$ cat src/rtl/dsio_pkg.sv
// Package for the dual six-bit I/O port block.
// Assumes the CPU core presents register-file accesses on the instruction clock.
package dsio_pkg;
    // Register file addresses
    localparam logic [7:0] ADDR_STATUS = 8'h03;
    localparam logic [7:0] ADDR_PORT_B = 8'h06;
    localparam logic [7:0] ADDR_PORT_C = 8'h07;
    // Port geometry
    localparam int PIN_W = 6;
    localparam int INPUT_ONLY_BIT = 3;
    // Port B bits carrying pull-up and wake-on-change (0,1,3,4)
    localparam logic [5:0] PB_WEAK_MASK = 6'h1B;
    // Reset values
    localparam logic [5:0] DIR_RESET = 6'h3F;
    localparam logic [7:0] OPT_RESET = 8'hFF;
    // Option register field positions
    localparam int OPT_WAKE_N = 7;
    localparam int OPT_PULL_N = 6;
    localparam int OPT_TCS = 5;
    // Status bit driven by this block
    localparam int STAT_WAKE = 7;
    // Timer external clock pin position on port C
    localparam int TCLK_BIT = 5;
    // Direction-load target selectors
    localparam logic [2:0] DIR_SEL_B = 3'h6;
    localparam logic [2:0] DIR_SEL_C = 3'h7;
    // Pin-resolution states
    typedef enum logic [1:0] {DSIO_OWN_ANALOG, DSIO_OWN_PERIPH, DSIO_OWN_PORT} dsio_owner_t;
endpackage : dsio_pkg

$ cat src/rtl/dsio_pin_if.sv
// Interface carrying one port's latch, direction and override state to its pin slice.
// Assumes one six-bit port per instance.
`timescale 1ns/1ps
interface dsio_pin_if;
    logic [5:0] outLatch; // Output data latch
    logic [5:0] dirBits; // Effective direction, one = input
    logic [5:0] altSel; // Pin owned by alternate function
    logic [5:0] altOe; // Alternate function drive enable
    logic [5:0] altOut; // Alternate function drive value
    logic [5:0] pinOut; // Resolved pin value
    logic [5:0] pinOe; // Resolved pin enable
    modport ctrl (output outLatch, dirBits, altSel, altOe, altOut, input pinOut, pinOe);
    modport pins (input outLatch, dirBits, altSel, altOe, altOut, output pinOut, pinOe);
endinterface : dsio_pin_if

$ cat src/rtl/dsio_pin_slice.sv
// Per-pin driver resolution for one six-bit port.
// Assumes the top registers the resolved values before they leave the block.
`timescale 1ns/1ps
module dsio_pin_slice
    import dsio_pkg::*;
#(
    parameter logic [5:0] INPUT_ONLY_MASK = 6'h00
) (
    // Port state in, resolved drive out
    dsio_pin_if.pins p
);
    // Fixed precedence: input-only mask first, then alternate function, port direction last
    for (genvar i = 0; i < PIN_W; i++) begin : g_pin
        always_comb begin
            if (INPUT_ONLY_MASK[i]) begin
                // Input-only pin never drives
                p.pinOe[i] = 1'b0;
                p.pinOut[i] = 1'b0;
            end else if (p.altSel[i]) begin
                p.pinOe[i] = p.altOe[i];
                p.pinOut[i] = p.altOut[i];
            end else begin
                // Zero direction bit drives from the latch
                p.pinOe[i] = ~p.dirBits[i];
                p.pinOut[i] = p.outLatch[i];
            end
        end
    end
endmodule : dsio_pin_slice

$ cat src/rtl/dsio_port_top.sv
// Functional notes
// Port read returns pin levels, not latch.
// Reset sets all direction bits to one.
// Port B upper two bits read zero.
// Port C upper two bits read zero.
// Port B bit 3 is input only.
// Alternate-function pins read as zero.
// Shared pull-up and wake enables, four pins.
// External reset keeps pull-up, disables wake.
// Direction loaded only by dedicated instruction.
// One means high impedance, zero drives latch.
// Timer options may own clock pin direction.
// Clock source select overrides clock pin direction.
// Reads sample pins, no input latching.
// Output latches hold until rewritten.
// Alternate functions outrank port direction.
// Bit operations rewrite whole latch from pins.
// Write at cycle end, read at start.
// Software separates write and read of port.
// Status top bit marks pin-change wake reset.
// Board must not fight driven pins.
// Pull-up and wake enables are active low.
//
// Top of the dual six-bit I/O port block.
// Assumes the core gives one-cycle strobes per instruction cycle on clk.
`timescale 1ns/1ps
module dsio_port_top
    import dsio_pkg::*;
(
    // Clock and reset
    input wire logic clk,
    input wire logic nrst,
    // Register file access from the core
    input wire logic [7:0] regAddr,
    input wire logic regRd,
    input wire logic regWr,
    input wire logic [7:0] regWrData,
    input wire logic bitOp,
    input wire logic [2:0] bitNum,
    input wire logic bitVal,
    output logic [7:0] regRdData,
    // Direction-load and option-load instructions
    input wire logic dirLoad,
    input wire logic [2:0] dirSel,
    input wire logic optLoad,
    input wire logic [7:0] workReg,
    // Configuration and reset cause
    input wire logic external_reset_select,
    input wire logic wakeReset,
    // Alternate function claims per port
    input wire logic [5:0] altSelB,
    input wire logic [5:0] altOeB,
    input wire logic [5:0] altOutB,
    input wire logic [5:0] altSelC,
    input wire logic [5:0] altOeC,
    input wire logic [5:0] altOutC,
    // Pins
    input wire logic [5:0] pinInB,
    input wire logic [5:0] pinInC,
    output logic [5:0] pinOutB,
    output logic [5:0] pinOeB,
    output logic [5:0] pinOutC,
    output logic [5:0] pinOeC,
    output logic [5:0] pullUpB,
    output logic [5:0] wakeEnB,
    output logic [5:0] pinChange,
    output logic pin_change_wake_flag
);
    // Stored state
    logic [5:0] latchB, latchC; // Output data latches
    logic [5:0] dirB, dirC; // Write-only direction registers
    logic [7:0] optReg; // Write-only option register
    logic [5:0] next_latchB, next_latchC;
    logic [5:0] next_dirB, next_dirC;
    logic [7:0] next_optReg;
    // Registered outputs
    logic [7:0] next_regRdData;
    logic [5:0] next_pullUpB, next_wakeEnB, next_pinChange;
    logic next_wakeFlag;
    // Wake-on-change reference snapshot
    logic [5:0] snapB, next_snapB;
    // Derived views
    logic [5:0] readB, readC; // Read values as seen by the core
    logic [5:0] effDirC; // Direction after timer override
    logic pullOn, wakeOn;
    logic [7:0] rmwByte;

    dsio_pin_if ifB();
    dsio_pin_if ifC();

    // Port B slice; bit 3 is input only
    dsio_pin_slice #(.INPUT_ONLY_MASK(6'h08)) u_sliceB (.p(ifB.pins));
    dsio_pin_slice #(.INPUT_ONLY_MASK(6'h00)) u_sliceC (.p(ifC.pins));

    // Feed the slices
    assign ifB.outLatch = latchB;
    assign ifB.dirBits = dirB;
    assign ifB.altSel = altSelB;
    assign ifB.altOe = altOeB;
    assign ifB.altOut = altOutB;
    assign ifC.outLatch = latchC;
    assign ifC.dirBits = effDirC;
    assign ifC.altSel = altSelC;
    assign ifC.altOe = altOeC;
    assign ifC.altOut = altOutC;

    // Timer source select forces its clock pin's direction bit to input
    always_comb begin
        effDirC = dirC;
        if (optReg[OPT_TCS]) begin
            effDirC[TCLK_BIT] = 1'b1;
        end
    end

    // Pins sampled directly at the read; alternate pins read zero
    assign readB = pinInB & ~altSelB;
    assign readC = pinInC & ~altSelC;

    // Active-low shared enables from the option register
    assign pullOn = ~optReg[OPT_PULL_N];
    assign wakeOn = ~optReg[OPT_WAKE_N];

    // Read-modify-write: start from pins, change one bit
    always_comb begin
        rmwByte = (regAddr == ADDR_PORT_B) ? {2'h0, readB} : {2'h0, readC};
        rmwByte[bitNum] = bitVal;
    end

    // Next state for latches, direction and option
    always_comb begin
        next_latchB = latchB;
        next_latchC = latchC;
        next_dirB = dirB;
        next_dirC = dirC;
        next_optReg = optReg;
        // Writes land at the clock edge ending the cycle
        if (regWr && regAddr == ADDR_PORT_B) begin
            next_latchB = bitOp ? rmwByte[5:0] : regWrData[5:0];
        end
        if (regWr && regAddr == ADDR_PORT_C) begin
            next_latchC = bitOp ? rmwByte[5:0] : regWrData[5:0];
        end
        // Only the direction-load instruction reaches the direction bits
        if (dirLoad && dirSel == DIR_SEL_B) begin
            next_dirB = workReg[5:0];
        end
        if (dirLoad && dirSel == DIR_SEL_C) begin
            next_dirC = workReg[5:0];
        end
        if (optLoad) begin
            next_optReg = workReg;
        end
    end

    // Read data; direction and option are never readable
    always_comb begin
        next_regRdData = 8'h00;
        if (regRd) begin
            unique case (regAddr)
                ADDR_PORT_B: next_regRdData = {2'h0, readB};
                ADDR_PORT_C: next_regRdData = {2'h0, readC};
                ADDR_STATUS: next_regRdData = {pin_change_wake_flag, 7'h00};
                default: next_regRdData = 8'h00;
            endcase
        end
    end

    // Pull-up and wake enables per pin
    always_comb begin
        next_pullUpB = pullOn ? PB_WEAK_MASK : 6'h00;
        next_wakeEnB = wakeOn ? PB_WEAK_MASK : 6'h00;
        if (external_reset_select) begin
            next_pullUpB[INPUT_ONLY_BIT] = 1'b1;
            next_wakeEnB[INPUT_ONLY_BIT] = 1'b0;
        end
        // Change seen on an enabled pin since the last read of port B
        next_pinChange = (pinInB ^ snapB) & next_wakeEnB;
        next_snapB = (regRd && regAddr == ADDR_PORT_B) ? pinInB : snapB;
        next_wakeFlag = pin_change_wake_flag;
    end

    // Register all state but the wake flag; reset restores direction and option
    always_ff @(posedge clk) begin
        if (!nrst) begin
            latchB <= 6'h00;
            latchC <= 6'h00;
            dirB <= DIR_RESET;
            dirC <= DIR_RESET;
            optReg <= OPT_RESET;
            regRdData <= 8'h00;
            pullUpB <= 6'h00;
            wakeEnB <= 6'h00;
            pinChange <= 6'h00;
            snapB <= 6'h00;
            pinOutB <= 6'h00;
            pinOeB <= 6'h00;
            pinOutC <= 6'h00;
            pinOeC <= 6'h00;
        end else begin
            latchB <= next_latchB;
            latchC <= next_latchC;
            dirB <= next_dirB;
            dirC <= next_dirC;
            optReg <= next_optReg;
            regRdData <= next_regRdData;
            pullUpB <= next_pullUpB;
            wakeEnB <= next_wakeEnB;
            pinChange <= next_pinChange;
            snapB <= next_snapB;
            pinOutB <= ifB.pinOut;
            pinOeB <= ifB.pinOe;
            pinOutC <= ifC.pinOut;
            pinOeC <= ifC.pinOe;
        end
    end

    // Reset cause flag: the reset is synchronous, so its cause is caught while held
    always_ff @(posedge clk) begin
        if (!nrst) begin
            // Set by a pin-change wake reset, cleared by any other reset
            pin_change_wake_flag <= wakeReset;
        end else begin
            // Only a reset moves the flag; software cannot clear it here
            pin_change_wake_flag <= next_wakeFlag;
        end
    end
endmodule : dsio_port_top

$ cat config.mk
export PLATFORM = sky130hd
export DESIGN_NAME = dsio_port_top
export DESIGN_NICKNAME = d
export VERILOG_FILES = /design/src/rtl/dsio_pkg.sv /design/src/rtl/dsio_pin_if.sv /design/src/rtl/dsio_pin_slice.sv /design/src/rtl/dsio_port_top.sv
export SDC_FILE = /design/constraint.sdc
export NUM_CORES = 1
export LEC_CHECK = 0
export ABC_AREA = 1
export CORE_MARGIN = 1.5
export CORE_UTILIZATION = 40
export DETAILED_ROUTE_END_ITERATION = 6
export DONT_BUFFER_PORTS = 1
export PLACE_DENSITY_LB_ADDON = 0.25
export SLEW_MARGIN = 20
export SYNTH_ARGS = -nofsm -noshare
export SYNTH_HDL_FRONTEND = slang
export SYNTH_SLANG_ARGS = --single-unit
$ cat constraint.sdc
create_clock -name clk -period 2.2 [get_ports clk]
set_input_delay 0.44 -clock clk [delete_from_list [all_inputs] [get_ports clk]]
set_output_delay 0.44 -clock clk [all_outputs]
set_load 0.05 [all_outputs]
==> flow_metrics.tcl <==
set metrics [dict create \
    initial_utilization 0.419 \
    holdPathStages 1 \
    ant_nets 0 \
    tns_ps 0 \
    wl_per_cell_um 14.6 \
    yosys_warnings 0 \
    synth-seq-area-share 0.470 \
    crit_chain "buf_4" \
    cts_sinks 67 \
    final_net_count 474 \
    synthArstFlopShare 0 \
    pin_count 139 \
    grt_first_pass_wirelength_mm 10.8 \
    grt_usage 0.192 \
    worstSetupEndpointType "output pin" \
    drive_gt1_frac 0.0797 \
    place_inst 471 \
    vias 2348 \
    cp_num_cells 1 \
    fp-row-count 30 \
    hold_ws_ps 171 \
    hold_class "in -> reg" \
    synth_ff_type "dfxtp_1" \
    hpwl_mm 5.48 \
    gp_congestion 0.910 \
    pwr-share-comb 0.074 \
    worst-r2r-cell-count 2 \
    final_cells 485 \
    synth_cell_types 26 \
    cts-root-buf "clkbuf_8" \
    io_buffer_count 0 \
    grt_pass1_vias 2196 \
    max_freq_ghz 0.689 \
    finalPower_mw 2.56 \
    place_area_mm2 0.00292 \
    power.switching_mw 0.700 \
    seq_power_share 0.536 \
    max_slew_margin 0.654 \
    finalCriticalPeriod_ps 1450 \
    ys_ff_latch 67 \
    dieArea_mm2 0.00771 \
    cts_tree "done" \
    cap_violations 0 \
    crit_fanout 3 \
    slew_viol_final 0 \
    fin_ws_ps 748 \
    grt_max_degree 37 \
    drt_iter0_markers 118 \
    die_w_um 87.8 \
    crit_family "buffers and inverters" \
    power_density_mw_per_mm2 822 \
    wirelength_mm 7.08 \
    numCtsBuffers 9 \
    hold_viol 0 \
    antenna_found_initial 0 \
    power.internal_mw 1.86 \
    fillCellCount 697 \
    postCtsSetupBuffers 0 \
    slowest_stage "buf_4" \
    min_period_over_period 0.660 \
    design_area_mm2 0.00312 \
    synthCells 383 \
    path_class "reg -> out" \
    post-place-ws_ps 751 \
    setup_viol 0 \
    grt_overflow 0 \
    diodes 0 \
    power.leakage_nw 1.45 \
    syn_to_final_growth_pct 8.30 \
    fin_skew_ps 3.63 \
    switching_share 0.273 \
    holdBufCountCts 0 \
    vias_per_cell 4.84 \
    die-height_um 87.8 \
    required_ps 1760 \
    clock_power_share 0.390 \
    h-tree-depth 3 \
    cts_buffer_depth 2 \
    status "finished, final reports clean" \
    rsz0062_at_grt "false" \
    peakVddDrop_mv 0.273 \
    postLayoutCoreUtil 0.454 \
    drc 0 \
    tightest_slew_ps 518 \
    cp_num_buf_inv 1 \
    synth_enable_flop_cells 1 \
    arrival_ps 1010 \
    clk_latency_ps 330 \
    path_clk_slew_ps 70 \
    cts_resized 0 \
    core_mm2 0.00687 \
    worstSetupStartpointType "flop" \
    syn_avg_cell_area_um2 7.51 \
    netlist_area_mm2 0.00288 \
    drtPass1Iterations 4 \
    cpPeakStageDelay_ps 370 \
]
-- path summary, 6_finish.rpt --
| path | start | end | slack [ps] |
|---|---|---|---|
| worst max-delay path | wakeEnB[1] | wakeEnB[1] | 750 |
| worst max register to register | pin_change_wake_flag | regRdData[7] | 1240 |
| worst min register to register | optReg[6] | pullUpB[1] | 410 |
| worst min-delay path | external_reset_select | wakeEnB[3] | 170 |
-- cells by family after synthesis --
group | Yosys count | synth area share
buf+inv | 83 | 0.132
other cells | 1 | 0.00130
simple gates | 148 | 0.247
flops | 67 | 0.470
xor+xnor | 1 | 0.00304
compound gates | 83 | 0.148
-- synth_stat cells, types with 2 or more instances --
library cell | number | area [um^2]
nor2_1 | 32 | 120
nor3_1 | 3 | 15.0
nor2_8 | 3 | 60.1
o21ai_0 | 32 | 160
inv_4 | 2 | 12.5
inv_1 | 59 | 221
buf_4 | 13 | 97.6
nand2_2 | 4 | 25.0
clkbuf_1 | 4 | 15.0
nand3_1 | 46 | 230
a21oi_1 | 47 | 235
dfxtp_1 | 66 | 1320
nand2_1 | 56 | 210
o21a_1 | 4 | 30.0
-- per-layer routing --
metal  routed length, um  track usage  share of wire
met5                   0            0              0
met2                3320        0.290           0.47
met1                3090        0.237           0.44
met3                 538       0.0688          0.076
met4                 127        0.104          0.018
-- state kept, by name, indices dropped and copies added (netlist names) --
signal,cells
regRdData,7
dirC,6
ifC.outLatch,6
pinOeC,6
pinOutC,6
dirB,5
ifB.outLatch,5
pinOeB,5
pinOutB,5
pinChange,4
snapB,4
optReg,3
pullUpB,2
wakeEnB,2
pin_change_wake_flag,1
-- placed cells by master (no fill, tap or decap) --
cell type	n
inv_1	59
edfxtp_1	1
nand2_8	1
inv_2	1
a21oi_1	47
xnor2_1	1
o21a_1	4
dfxtp_1	66
inv_4	2
nor2_8	3
nor2_4	1
nand2_4	1
nor3_1	3
clkinv_4	1
clkinv_2	1
clkinv_1	1
nor2_1	32
nand3_1	46
clkbuf_16	1
nand2_2	4
nand4_1	1
conb_1	9
o21ai_0	32
clkbuf_8	12
buf_4	3
nand2_1	56
-- power by group through the flow --
stage,registers (mW),logic (mW),clock network (mW)
finish,1.37,0.188,1.00
global route,1.38,0.211,1.10
CTS,1.38,0.190,1.03
detailed placement,1.40,0.189,0
global placement,1.40,0.186,0
floorplan,1.40,0.181,0
-- area by class of cell --
class,count,area (um^2),area share
well taps,96,120,0.0385
inverters,64,250,0.0803
multi-input cells,241,1180,0.378
flip-flops and latches,67,1350,0.434
clock buffers,13,190,0.0610
clock inverters,1,5.00,0.00161
repair buffers,3,22.5,0.00723
(Power assumes the default switching activity.)
